[config.mk]
export PLATFORM = sky130hd
export DESIGN_NAME = mdfsb_fault_bank
export DESIGN_NICKNAME = d
export VERILOG_FILES = /design/src/mdfsb_pkg.sv /design/src/mdfsb_capture.sv /design/src/mdfsb_fault_bank.sv
export SDC_FILE = /design/constraint.sdc
export NUM_CORES = 1
export LEC_CHECK = 0
export ABC_AREA = 1
export BUFFER_PORTS_ARGS = -buffer_cell sky130_fd_sc_hd__buf_2
export CORE_ASPECT_RATIO = 1.5
export CORE_MARGIN = 8
export CORE_UTILIZATION = 47
export DETAILED_ROUTE_END_ITERATION = 16
export PLACE_DENSITY = 0.84
export SLEW_MARGIN = 30
export SYNTH_ARGS = -nofsm -noshare
export SYNTH_HDL_FRONTEND = slang
export SYNTH_SLANG_ARGS = --single-unit
[constraint.sdc]
create_clock -name mclk -period 3.5 [get_ports mclk]
set_input_delay 0.525 -clock mclk [delete_from_list [all_inputs] [get_ports mclk]]
set_output_delay 0.525 -clock mclk [all_outputs]
set_load 0.01 [all_outputs]
[src/mdfsb_pkg.sv]
package mdfsb_pkg;

    // register port geometry
    localparam int unsigned MDFSB_ADDR_W = 8;
    localparam int unsigned MDFSB_DATA_W = 32;

    // register offsets
    localparam logic [7:0] MDFSB_GATE_WORD_OFFSET = 8'he0;
    localparam logic [7:0] MDFSB_CTRL_WORD_OFFSET = 8'he2;

    // reset values
    localparam logic [31:0] MDFSB_WORD_RESET = 32'h0000_0000;
    localparam logic [31:0] MDFSB_READ_UNMAPPED = 32'h0000_0000;

    // gate-driver fault word fields
    localparam int unsigned MDFSB_GD_SUMMARY = 31;
    localparam int unsigned MDFSB_GD_P2_HS_OC = 19;
    localparam int unsigned MDFSB_GD_P2_LS_OC = 18;
    localparam int unsigned MDFSB_GD_P1_HS_OC = 17;
    localparam int unsigned MDFSB_GD_P1_LS_OC = 16;
    localparam int unsigned MDFSB_GD_OTP_ERR = 14;
    localparam int unsigned MDFSB_GD_BUCK_OC = 13;
    localparam int unsigned MDFSB_GD_BUCK_LV = 12;
    localparam int unsigned MDFSB_GD_CP_LV = 11;

    // controller fault word fields
    localparam int unsigned MDFSB_CT_SUMMARY = 31;
    localparam int unsigned MDFSB_CT_OVERTEMP_WARN = 30;
    localparam int unsigned MDFSB_CT_PD_FREQ = 29;
    localparam int unsigned MDFSB_CT_PD_T1 = 28;
    localparam int unsigned MDFSB_CT_PD_T2 = 27;
    localparam int unsigned MDFSB_CT_BUS_ILIM = 26;
    localparam int unsigned MDFSB_CT_RL_MEAS = 25;
    localparam int unsigned MDFSB_CT_BEMF_MEAS = 24;
    localparam int unsigned MDFSB_CT_ABNORMAL_SPEED_LOCK = 23;
    localparam int unsigned MDFSB_CT_ABNORMAL_BACK_EMF_LOCK = 22;
    localparam int unsigned MDFSB_CT_NO_MOTOR = 21;
    localparam int unsigned MDFSB_CT_ANY_LOCK = 20;
    localparam int unsigned MDFSB_CT_ILIM_LOCK = 19;
    localparam int unsigned MDFSB_CT_HW_ILIM_LOCK = 18;
    localparam int unsigned MDFSB_CT_SUPPLY_LOW = 17;
    localparam int unsigned MDFSB_CT_SUPPLY_HIGH = 16;
    localparam int unsigned MDFSB_CT_SPEED_SAT = 15;
    localparam int unsigned MDFSB_CT_CURR_SAT = 14;
    localparam int unsigned MDFSB_CT_WATCHDOG = 3;
    localparam int unsigned MDFSB_CT_SELFTEST_EN = 2;
    localparam int unsigned MDFSB_CT_SELFTEST = 1;
    localparam int unsigned MDFSB_CT_APP_RESET = 0;

    // field masks: live bits, bits feeding the summaries, lock sources
    localparam logic [31:0] MDFSB_GD_LIVE_MASK = 32'h000f_7800;
    localparam logic [31:0] MDFSB_CT_LIVE_MASK = 32'h7fef_c00f;
    localparam logic [31:0] MDFSB_CT_FAULT_MASK = 32'h7fff_c008;
    localparam logic [31:0] MDFSB_CT_LOCK_MASK = 32'h00ec_0000;

endpackage : mdfsb_pkg

[src/mdfsb_capture.sv]
`timescale 1ns/10ps

// registers a word of live fault levels; bits outside the mask never leave zero
module mdfsb_capture #(
    parameter int unsigned WIDTH = 32,
    parameter logic [31:0] LIVE_MASK = 32'h0000_0000
) (
    // clock and reset
    input wire logic mclk,
    input wire logic rst,
    // raw levels and registered word
    input wire logic [WIDTH-1:0] raw,
    output logic [WIDTH-1:0] word_r
);
    import mdfsb_pkg::*;

    logic [WIDTH-1:0] word_nxt;

    always_comb begin
        word_nxt = raw & LIVE_MASK[WIDTH-1:0];
    end

    always_ff @(posedge mclk or posedge rst) begin
        if (rst) begin
            word_r <= '0;
        end else begin
            word_r <= word_nxt;
        end
    end

endmodule : mdfsb_capture

[src/mdfsb_fault_bank.sv]
`timescale 1ns/10ps

import mdfsb_pkg::*;

// Summary of operation
// - gate word bits 19 and 18 show phase-two high and low side overcurrent
// - gate word bits 17 and 16 show phase-one high and low side overcurrent
// - gate word bit 14 shows a programmable memory error
// - gate word bit 13 shows step-down regulator overcurrent
// - gate word bit 12 shows step-down regulator undervoltage
// - gate word bit 11 shows charge pump undervoltage
// - controller word bit 31 is the OR of all controller faults
// - controller bits 29, 28, 27 show position detect frequency and timing faults
// - controller bit 26 shows supply bus current limit active
// - controller bit 25 shows resistance and inductance measure error
// - controller bit 24 shows back-emf constant measure error
// - controller bit 23 shows abnormal speed motor lock
// - controller bit 22 shows abnormal back-emf motor lock
// - controller bit 21 shows no motor connected
// - controller bit 20 is set whenever any motor lock detection fired
// - controller bits 19 and 18 show current-limit and hardware current-limit locks
// - controller bits 17 and 16 show motor supply low and high faults
// - controller bits 15 and 14 show speed and current loop saturation
// - gate word bit 31 is the OR of its fault bits and drives the active-low fault pin inverted
module mdfsb_fault_bank (
    // clock and reset
    input wire logic mclk,
    input wire logic rst,
    // host register port
    input wire logic [mdfsb_pkg::MDFSB_ADDR_W-1:0] reg_addr,
    input wire logic reg_rd,
    input wire logic reg_wr,
    input wire logic [mdfsb_pkg::MDFSB_DATA_W-1:0] reg_wdata,
    output logic [mdfsb_pkg::MDFSB_DATA_W-1:0] reg_rdata,
    output logic reg_rvalid,
    output logic reg_wack,
    // gate-driver fault levels
    input wire logic phase_two_high_side_overcurrent,
    input wire logic phase_two_low_side_overcurrent,
    input wire logic phase_one_high_side_overcurrent,
    input wire logic phase_one_low_side_overcurrent,
    input wire logic otp_error,
    input wire logic step_down_regulator_overcurrent,
    input wire logic step_down_regulator_undervoltage,
    input wire logic charge_pump_low_voltage,
    // controller fault levels
    input wire logic overtemp_warning,
    input wire logic position_detect_frequency_fault,
    input wire logic position_detect_first_timing_fault,
    input wire logic position_detect_second_timing_fault,
    input wire logic bus_current_limit_active,
    input wire logic resistance_inductance_measure_error,
    input wire logic back_emf_measure_error,
    input wire logic abnormal_speed_lock,
    input wire logic abnormal_back_emf_lock,
    input wire logic motor_absent_fault,
    input wire logic current_limit_lock_fault,
    input wire logic hardware_current_limit_lock_fault,
    input wire logic motor_supply_low_fault,
    input wire logic motor_supply_high_fault,
    input wire logic speed_loop_saturation,
    input wire logic current_loop_saturation,
    input wire logic watchdog_fault,
    input wire logic selftest_enable_status,
    input wire logic selftest_status,
    input wire logic app_reset_flag,
    // fault pin, active low
    output logic fault_output_pin_n
);
    import mdfsb_pkg::*;

    logic [31:0] gate_raw;
    logic [31:0] ctrl_raw;
    logic [31:0] gate_live_r;
    logic [31:0] ctrl_live_r;
    logic [31:0] gate_word;
    logic [31:0] ctrl_word;
    logic [31:0] rdata_nxt;
    logic [31:0] rdata_r;
    logic rvalid_r;
    logic wack_r;
    logic any_lock;

    // pack the live levels at their field positions
    always_comb begin
        gate_raw = '0;
        gate_raw[MDFSB_GD_P2_HS_OC] = phase_two_high_side_overcurrent;
        gate_raw[MDFSB_GD_P2_LS_OC] = phase_two_low_side_overcurrent;
        gate_raw[MDFSB_GD_P1_HS_OC] = phase_one_high_side_overcurrent;
        gate_raw[MDFSB_GD_P1_LS_OC] = phase_one_low_side_overcurrent;
        gate_raw[MDFSB_GD_OTP_ERR] = otp_error;
        gate_raw[MDFSB_GD_BUCK_OC] = step_down_regulator_overcurrent;
        gate_raw[MDFSB_GD_BUCK_LV] = step_down_regulator_undervoltage;
        gate_raw[MDFSB_GD_CP_LV] = charge_pump_low_voltage;
    end

    always_comb begin
        ctrl_raw = '0;
        ctrl_raw[MDFSB_CT_OVERTEMP_WARN] = overtemp_warning;
        ctrl_raw[MDFSB_CT_PD_FREQ] = position_detect_frequency_fault;
        ctrl_raw[MDFSB_CT_PD_T1] = position_detect_first_timing_fault;
        ctrl_raw[MDFSB_CT_PD_T2] = position_detect_second_timing_fault;
        ctrl_raw[MDFSB_CT_BUS_ILIM] = bus_current_limit_active;
        ctrl_raw[MDFSB_CT_RL_MEAS] = resistance_inductance_measure_error;
        ctrl_raw[MDFSB_CT_BEMF_MEAS] = back_emf_measure_error;
        ctrl_raw[MDFSB_CT_ABNORMAL_SPEED_LOCK] = abnormal_speed_lock;
        ctrl_raw[MDFSB_CT_ABNORMAL_BACK_EMF_LOCK] = abnormal_back_emf_lock;
        ctrl_raw[MDFSB_CT_NO_MOTOR] = motor_absent_fault;
        ctrl_raw[MDFSB_CT_ILIM_LOCK] = current_limit_lock_fault;
        ctrl_raw[MDFSB_CT_HW_ILIM_LOCK] = hardware_current_limit_lock_fault;
        ctrl_raw[MDFSB_CT_SUPPLY_LOW] = motor_supply_low_fault;
        ctrl_raw[MDFSB_CT_SUPPLY_HIGH] = motor_supply_high_fault;
        ctrl_raw[MDFSB_CT_SPEED_SAT] = speed_loop_saturation;
        ctrl_raw[MDFSB_CT_CURR_SAT] = current_loop_saturation;
        ctrl_raw[MDFSB_CT_WATCHDOG] = watchdog_fault;
        ctrl_raw[MDFSB_CT_SELFTEST_EN] = selftest_enable_status;
        ctrl_raw[MDFSB_CT_SELFTEST] = selftest_status;
        ctrl_raw[MDFSB_CT_APP_RESET] = app_reset_flag;
    end

    // the masks keep reserved and summary positions at zero in the flops
    mdfsb_capture #(
        .WIDTH(32),
        .LIVE_MASK(MDFSB_GD_LIVE_MASK)
    ) u_gate_capture (
        .mclk(mclk),
        .rst(rst),
        .raw(gate_raw),
        .word_r(gate_live_r)
    );

    mdfsb_capture #(
        .WIDTH(32),
        .LIVE_MASK(MDFSB_CT_LIVE_MASK)
    ) u_ctrl_capture (
        .mclk(mclk),
        .rst(rst),
        .raw(ctrl_raw),
        .word_r(ctrl_live_r)
    );

    // summaries are formed from the registered bits so word and pin never disagree
    always_comb begin
        any_lock = |(ctrl_live_r & MDFSB_CT_LOCK_MASK);
        gate_word = gate_live_r;
        gate_word[MDFSB_GD_SUMMARY] = |(gate_live_r & MDFSB_GD_LIVE_MASK);
        ctrl_word = ctrl_live_r;
        ctrl_word[MDFSB_CT_ANY_LOCK] = any_lock;
        ctrl_word[MDFSB_CT_SUMMARY] = any_lock | (|(ctrl_live_r & MDFSB_CT_FAULT_MASK));
    end

    assign fault_output_pin_n = ~gate_word[MDFSB_GD_SUMMARY];

    // read mux; unmapped offsets return zero
    always_comb begin
        case (reg_addr)
            MDFSB_GATE_WORD_OFFSET: rdata_nxt = gate_word;
            MDFSB_CTRL_WORD_OFFSET: rdata_nxt = ctrl_word;
            default: rdata_nxt = MDFSB_READ_UNMAPPED;
        endcase
    end

    always_ff @(posedge mclk or posedge rst) begin
        if (rst) begin
            rdata_r <= MDFSB_WORD_RESET;
        end else if (reg_rd) begin
            rdata_r <= rdata_nxt;
        end
    end

    always_ff @(posedge mclk or posedge rst) begin
        if (rst) begin
            rvalid_r <= 1'b0;
        end else begin
            rvalid_r <= reg_rd;
        end
    end

    // writes are acknowledged unless a read comes in the same cycle, and always dropped: there is no storage for reg_wdata to reach
    always_ff @(posedge mclk or posedge rst) begin
        if (rst) begin
            wack_r <= 1'b0;
        end else begin
            wack_r <= reg_wr & ~reg_rd;
        end
    end

    assign reg_rdata = rdata_r;
    assign reg_rvalid = rvalid_r;
    assign reg_wack = wack_r;

    // checks
    // the words still show reset zeros up to the first edge after release, so checks wait two edges until the capture refills
    logic [1:0] settle_r;

    always_ff @(posedge mclk or posedge rst) begin
        if (rst) begin
            settle_r <= 2'h0;
        end else begin
            settle_r <= {settle_r[0], 1'h1};
        end
    end
endmodule : mdfsb_fault_bank

# Yosys cells after proc, flatten, opt, wreduce, memory -nomap -nowiden
# Index checks and enable logic that the tools add are counted.
dict set report word_totals {
  ff_bits 62
  inputBits 72
  out_inout_bits 35
  elab_cells 15
}
dict set report op_classes {
  n_eq_ne 2
  muxes 1
  n_bitwise 4
  n_reduce_logical 3
}
# op count
set op_table {}
lappend op_table {{$pmux 32 s2} 1}
lappend op_table {{$reduce_or 17->1} 1}
lappend op_table {{$eq 8x8->1 const B} 2}
lappend op_table {{$reduce_or 8->1} 1}
lappend op_table {{$reduce_or 5->1} 1}
lappend op_table {{$not 1->1} 2}
lappend op_table {{$and 1x1->1} 1}
lappend op_table {{$or 1x1->1} 1}

# Logic depth before layout (Yosys ltp)
# Gate-level depths: netlist of run 1.
dict set report depth {
  ltp_word 3
  mapped_depth 8
  mapped_depth_nobuf 7
}

# Modules after synthesis
# From an unflattened synthesis of run 1, not the netlist that was laid out.
dict set report hier_totals {
  cells_unflattened 352
  area_unflattened_um2 2850.2
}
# mod instances cells_each area_per_inst_um2 seq_area_each_um2
set by_module_without_submodules {}
lappend by_module_without_submodules {mdfsb_fault_bank 1 284 1864.3 850.8}
lappend by_module_without_submodules {{mdfsb_capture (u_ctrl_capture)} 1 34 598.1 500.5}
lappend by_module_without_submodules {{mdfsb_capture (u_gate_capture)} 1 34 387.9 200.2}

# Least setup slack after synthesis of run 1
# Ideal clock, no wire load.
dict set report synth_path {
  path_type {input -> register}
  from {input reg_addr[3] in the netlist's numbering}
  to {register rdata_r[14], in the netlist reg_rdata[14]}
  setup_time_ps 69
  t_arrival_ps 1177
  t_required_ps 3431
  slack_ps 2254
  stages 8
  path_buffers 1
  cell_sequence {nor2_2 -> inv_2 -> nor2_2 -> nand2_2 -> clkinv_2 -> buf_6 -> nand2_1 -> nand3_1}
}
dict set report synth_between {
  elab_chain_len 2
}
# element line
set synth_lines {}
lappend synth_lines {{start: declaration} mdfsb_fault_bank.sv:30} ;# input wire logic [mdfsb_pkg::MDFSB_ADDR_W-1:0] reg_addr,
lappend synth_lines {{$eq 8x8->1} mdfsb_fault_bank.sv:156} ;# case (reg_addr)
lappend synth_lines {{$pmux 32 s2 *} mdfsb_fault_bank.sv:156}
lappend synth_lines {{end signal: assignment} mdfsb_fault_bank.sv:167} ;# rdata_r <= rdata_nxt;
lappend synth_lines {{end: declaration} mdfsb_fault_bank.sv:79} ;# logic [31:0] rdata_r;
# Every way passes the cells marked *; elsewhere a longest branch is shown, timed or not.
# A chain may end at the register's enable or synchronous reset.

# Worst setup path after layout of run 1
dict set report layout_path {
  from {register u_gate_capture.word_r[16]}
  to {output fault_output_pin_n}
}
dict set report layout_between {
  elab_chain_len 2
}
# element line
set layout_lines {}
lappend layout_lines {{start: declaration} mdfsb_capture.sv:13} ;# output logic [WIDTH-1:0] word_r
lappend layout_lines {{start signal: assignment} mdfsb_capture.sv:27} ;# word_r <= word_nxt;
lappend layout_lines {{$reduce_or 8->1} mdfsb_fault_bank.sv:146} ;# gate_word[MDFSB_GD_SUMMARY] = |(gate_live_r & MDFSB_GD_LIVE_MASK);
lappend layout_lines {{$not 1->1} mdfsb_fault_bank.sv:152} ;# assign fault_output_pin_n = ~gate_word[MDFSB_GD_SUMMARY];
lappend layout_lines {{end: declaration} mdfsb_fault_bank.sv:68} ;# output logic fault_output_pin_n
# No other way between the ends.

==> results.yml, run 1 <==
run_status:
  status: "finished, final reports clean"
sta:
  period_minus_slack_ns: 1.73
  fin_tns_setup_ns: 0
  report.final.slew_viol_count: 0
  finalHoldViolCount: 0
  rsz0062_at_grt: "no"
  setup_viol: 0
  period_share: 0.494
  fmax_mhz: 579
  tightest_slew_ns: 0.651
  finClkSkew_ns: 0.00559
  relSlewSlack: 0.566
floorplan:
  io_pins: 107
  initial_core_util: 0.478
  chipHeight_um: 95.4
  die_width_um: 69.0
  core_sq_um: 4140
  rows: 29
  die_area_sq_um: 6580
critical_path:
  r2r_setup_slack_ns: 2.35
  crit_path_cell_trace: "nor2_1, and2_1, nand2_1, inv_1, buf_2"
  critPathKind: "reg2out"
  reg2reg_depth: 5
  crit_family: "flip-flops"
  crit_arrival_ns: 1.20
  rr_endpoint: "reg_rdata[31]$_DFFE_PP0P_"
  critPathMaxFanout: 2
  cp-end-kind: "output pin"
  crit_path_start_kind: "flop"
  crit_buf_inv: 2
  cp_slowest_cell: "dfrtp_1"
  critical_path_required_ns: 2.97
  slowest_delay_ns: 0.39
  r2r_start: "u_ctrl_capture.word_r[18]$_DFF_PP0_"
global_routing:
  overflow: 0
  grt_start_max_net_pins: 56
  grt_antenna_before_repair: 0
  grt_usage: 0.137
  grt_pass1_wl_um: 6690
  grt_pass1_vias: 1486
yosys:
  synth_cell_types: 21
  synth_area_sq_um: 1980
  yosysTopAreaCellShare: 0.696
  yosysSeqAreaShare: 0.696
  yosysTopAreaCell: "dfrtp_1"
  yosys_warnings: 0
  ys_ff_latch: 55
  synthesis.instances: 190
  avgSynthCellArea_sq_um: 10.4
  synthTopCellsByArea: "dfrtp_1 (70%), nand2_1 (11%), inv_1 (3.4%)"
drt:
  routedWlPerCell_um: 13.8
  drtPass1Iterations: 4
  postRouteAntennaNets: 0
  drt_iter0_drc: 49
  drt_wl_total_um: 4250
  drc: 0
  vias: 1427
  viasPerCell: 4.65
final_layout:
  final_nets: 332
  final_util: 0.583
  antenna_cells: 0
  drive_above_1_share: 0.333
  syn_to_final_growth_pct: 22.0
clock_tree:
  clk_latency_ns: 0.30
  postCtsSetupBuffers: 0
  htree_levels: 2
  cts_root_buffer: "clkbuf_8"
  clock_path_buffers: 2
  numCtsBuffers: 5
  post_cts_hold_buffer_count: 0
  ctsResizeCount: 0
  cts.sinks: 55
  clk_pin_slew_worst_paths_ns: 0.09
  cts_tree: "built"
power:
  leakagePower_nw: 1.37
  irDropWorstVdd_mv: 0.364
  p_per_area_nw_per_um2: 441
hold_path:
  holdCritPathClass: "in2async"
placed_design:
  io_buffer_count: 67
  hpwlAfterDp_um: 3220
  place_congestion: 0.757
flow_run:
  cap_violations: 0
Yosys cell counts:
library cell / count
nand2_1: 58
dfrtp_1: 55
inv_1: 18
nor2_1: 13
nand3_1: 9
o21ai_0: 9
buf_4: 7
inv_2: 3
nor2_2: 3
o21ai_1: 3
clkbuf_1: 2
a21oi_1: 1
and2_1: 1
buf_6: 1
clkinv_2: 1
conb_1: 1
nand2_2: 1
nand3_2: 1
nand4_1: 1
nor2_4: 1
or2_2: 1
kinds of logic (layout without fill, tap and decap cells):
family	after synthesis	in the layout	share of synthesized area
and+or+nand+nor	89	89	0.191
other	1	7	0.00190
AOI/OAI and AO/OA	13	13	0.0329
DFF	55	55	0.696
buffers and inverters	32	97	0.0785
cells in the final DEF, fill, tap and decap left out:
master,synthesis,layout
clkinv_2,1,3
buf_2,0,67
inv_6,0,1
nor2_1,13,13
or2_2,1,1
nand4_1,1,1
nand3_1,9,9
a21oi_1,1,1
inv_4,0,1
o21ai_1,3,3
inv_2,3,3
nand3_2,1,1
clkbuf_8,0,5
nor2_2,3,3
conb_1,1,7
and2_1,1,1
inv_1,18,17
nand2_1,58,58
nor2_4,1,1
nand2_2,1,1
o21ai_0,9,9
dfrtp_1,55,55
sequential cells by signal (all words and copies together) (netlist names):
register / flops
reg_wack: 1
u_ctrl_capture.word_r: 20
u_gate_capture.word_r: 8
reg_rdata: 25
reg_rvalid: 1
power by group:
| group | internal (W) | switching [W] | leakage (nW) |
|---|---|---|---|
| clock | 0.000141 | 0.000200 | 0.0483 |
| combinational | 0.0000225 | 0.0000386 | 0.621 |
| sequential | 0.000653 | 0.00000717 | 0.700 |
| total | 0.000817 | 0.000245 | 1.37 |
worst max-delay path by stage:
stage / startpoint / end / slack, ns / cells after the start
6_report: u_gate_capture.word_r[16]$_DFF_PP0_ / fault_output_pin_n / 1.77 / 5
5_1_grt: u_gate_capture.word_r[16]$_DFF_PP0_ / fault_output_pin_n / 1.64 / 5
4_1_cts: u_gate_capture.word_r[16]$_DFF_PP0_ / fault_output_pin_n / 1.75 / 5
3_5_place_dp: reg_rd / reg_rdata[12]$_DFFE_PP0P_ / 1.91 / 7
3_3_place_gp: reg_rd / reg_rdata[11]$_DFFE_PP0P_ / 1.96 / 7
2_1_floorplan: rst / reg_rdata[0]$_DFFE_PP0P_ / 1.63 / 1
routing by layer:
metal  global-route usage  part of all wire
met1                0.151              0.36
met2                0.228              0.52
met3               0.0329             0.081
met4               0.0824             0.037
met5                    0                 0
final cells by class:
cell class / count / area (sq um)
clock inverter: 3 / 18.8
timing repair buffer: 67 / 335
inverter: 22 / 86.3
tap: 46 / 57.6
clock buffer: 5 / 68.8
fill: 388 / 1730
sequential: 55 / 1380
multi-input combinational: 109 / 468
through the flow:
stage	power, W	hold slack [ns]	area (sq um)	std cells	setup slack [ns]
final	0.00106	0.310	2410	307	1.77
after global routing	0.00111	0.300	2410	307	1.64
after CTS	0.00108	0.313	2410	307	1.75
after detailed placement	0.000735	0.431	2320	299	1.91
after global placement	0.000732	0.424	2320	299	1.96
after floorplan	0.000707	0.418	2000	196	1.63
No activity file was read; power rests on OpenSTA's default activity.
==> inputs of run 2 (changes only) <==
--- a/config.mk
+++ b/config.mk
@@ -9,9 +9,9 @@
 export BUFFER_PORTS_ARGS = -buffer_cell sky130_fd_sc_hd__buf_2
 export CORE_ASPECT_RATIO = 1.5
 export CORE_MARGIN = 8
-export CORE_UTILIZATION = 47
+export CORE_UTILIZATION = 44
 export DETAILED_ROUTE_END_ITERATION = 16
-export PLACE_DENSITY = 0.84
+export PLACE_DENSITY = 0.79
 export SLEW_MARGIN = 30
 export SYNTH_ARGS = -nofsm -noshare
 export SYNTH_HDL_FRONTEND = slang
==> constraint.sdc (replaced) <==
create_clock -name mclk -period 1.7 [get_ports mclk]
set_input_delay 0.255 -clock mclk [delete_from_list [all_inputs] [get_ports mclk]]
set_output_delay 0.255 -clock mclk [all_outputs]
set_load 0.01 [all_outputs]
==> run 2 against run 1 <==
  * Worst setup slack got worse by 1.5 ns
  * Via count decreased by 1.3%
  * Die area increased by 5.4%
  * Highest routed layer unchanged
  * Wire length decreased by 4.8%
  * Global-route usage decreased by 1.5 points
  * Critical path depth increased by 1
  * Clock power increased to 2.6 times the previous value
  * Cell area increased by 2.5%
  * Cell count increased by 1.3%
  * Combinational power increased by 110%
  * Critical endpoint unchanged
  * Critical path type unchanged
==> results.yml, run 2 (synthesized netlist as in run 1, its figures left out) <==
run_status:
  status: "finished, final reports clean"
power:
  leakagePower_nw: 1.40
  power.total_w: 0.00236
  p_per_area_nw_per_um2: 955
  irDropWorstVdd_mv: 0.523
drt:
  drt_iter0_drc: 44
  postRouteAntennaNets: 0
  vias: 1408
  viasPerCell: 4.53
  routedWlPerCell_um: 13.0
  drc: 0
  drt_wl_total_um: 4050
  drtPass1Iterations: 4
sta:
  report.final.slew_viol_count: 0
  fin_tns_setup_ns: 0
  setup_viol: 0
  fmax_mhz: 696
  finClkSkew_ns: 0.00748
  finalHoldViolCount: 0
  rsz0062_at_grt: "no"
  period_minus_slack_ns: 1.44
  period_share: 0.845
  setup_ws_ns: 0.263
final_layout:
  layout_commonest_cell: "buf_2"
  largest_register_ffs: 25
  layout_common_cells: "buf_2 (67), nand2_1 (58), dfrtp_1 (55)"
  final_nets: 334
  antenna_cells: 0
  syn_to_final_growth_pct: 25.0
  drive_above_1_share: 0.335
global_routing:
  grt_start_max_net_pins: 56
  grt_usage: 0.122
  overflow: 0
  grt_antenna_before_repair: 0
  grt_pass1_wl_um: 6680
  grt_pass1_vias: 1419
clock_tree:
  htree_levels: 2
  postCtsSetupBuffers: 0
  cts_tree: "built"
  clk_pin_slew_worst_paths_ns: 0.09
  cts_root_buffer: "clkbuf_8"
  numCtsBuffers: 5
  cts.sinks: 55
  clock_path_buffers: 2
  clk_latency_ns: 0.30
critical_path:
  critPathMaxFanout: 2
  r2r_setup_slack_ns: 0.54
  cp-end-kind: "output pin"
  r2r_start: "u_ctrl_capture.word_r[18]$_DFF_PP0_"
  critical_path_required_ns: 1.44
  crit_arrival_ns: 1.18
  reg2reg_depth: 5
  crit_path_start_kind: "flop"
  rr_endpoint: "reg_rdata[31]$_DFFE_PP0P_"
  critPathKind: "reg2out"
floorplan:
  io_pins: 107
  rows: 30
  die_width_um: 70.7
  die_area_sq_um: 6940
  chipHeight_um: 98.1
  initial_core_util: 0.446
  core_sq_um: 4430
placed_design:
  pre_cts_ws_ns: 0.407
  hpwlAfterDp_um: 3050
  io_buffer_count: 67
  place_congestion: 0.762
hold_path:
  min_from: "position_detect_frequency_fault"
  hold_path_depth: 1
  holdCritPathClass: "in2reg"
  min_to: "u_ctrl_capture.word_r[29]$_DFF_PP0_"
flow_run:
  cap_violations: 0
## run 2: stage by stage
step,hold slack (ns),cell area [sq um],std cells,util
after floorplan,0.286,2000,196,-
after global routing,0.0364,2470,311,0.558
final,0.0502,2470,311,0.558
after global placement,0.319,2340,302,0.529
after CTS,0.0430,2470,311,0.558
after detailed placement,0.328,2340,302,0.529
## run 2: area by class of cell
type,instances,area (sq um)
clock buffers,6,82.6
repair buffers,69,365
multi-input cells,109,468
clock inverters,2,35.0
inverters,22,83.8
well taps,48,60.1
fillers,403,1960
flip-flops and latches,55,1380
## run 2: repair_timing
action                    CTS  global route
resized for setup           0             0
hold buffers                1             0
hold endpoints to repair   43             0
## run 2: worst max path at each step
stage,from,endpoint,slack [ns]
2_1_floorplan,rst,reg_rdata[0]$_DFFE_PP0P_,0.10
3_3_place_gp,reg_rd,reg_rdata[11]$_DFFE_PP0P_,0.42
3_5_place_dp,reg_rd,reg_rdata[12]$_DFFE_PP0P_,0.41
4_1_cts,u_gate_capture.word_r[11]$_DFF_PP0_,fault_output_pin_n,0.24
5_1_grt,u_gate_capture.word_r[16]$_DFF_PP0_,fault_output_pin_n,0.17
6_report,u_gate_capture.word_r[11]$_DFF_PP0_,fault_output_pin_n,0.26
## run 2: worst max-delay path, cell delays in order, from the launching register on
cell and delay (ns):
dfrtp_1 0.38, inv_1 0.07, nand2_1 0.06, nor2_1 0.11, nand2_1 0.09, inv_1 0.06
buf_2 0.12
## run 2: report_power, final
| group | total [W] | internal [W] | switching [W] |
|---|---|---|---|
| clock | 0.000870 | 0.000477 | 0.000393 |
| sequential | 0.00136 | 0.00134 | 0.0000142 |
| combinational | 0.000131 | 0.0000525 | 0.0000783 |
| total | 0.00236 | 0.00187 | 0.000486 |
## run 2: per-layer routing
metal | vias up | global-route usage | wire length [um]
li1 | 701 | - | -
met1 | 652 | 0.126 | 1520
met2 | 50 | 0.214 | 2160
met3 | 5 | 0.0421 | 303
met4 | 0 | 0.0580 | 61
met5 | - | 0 | 0
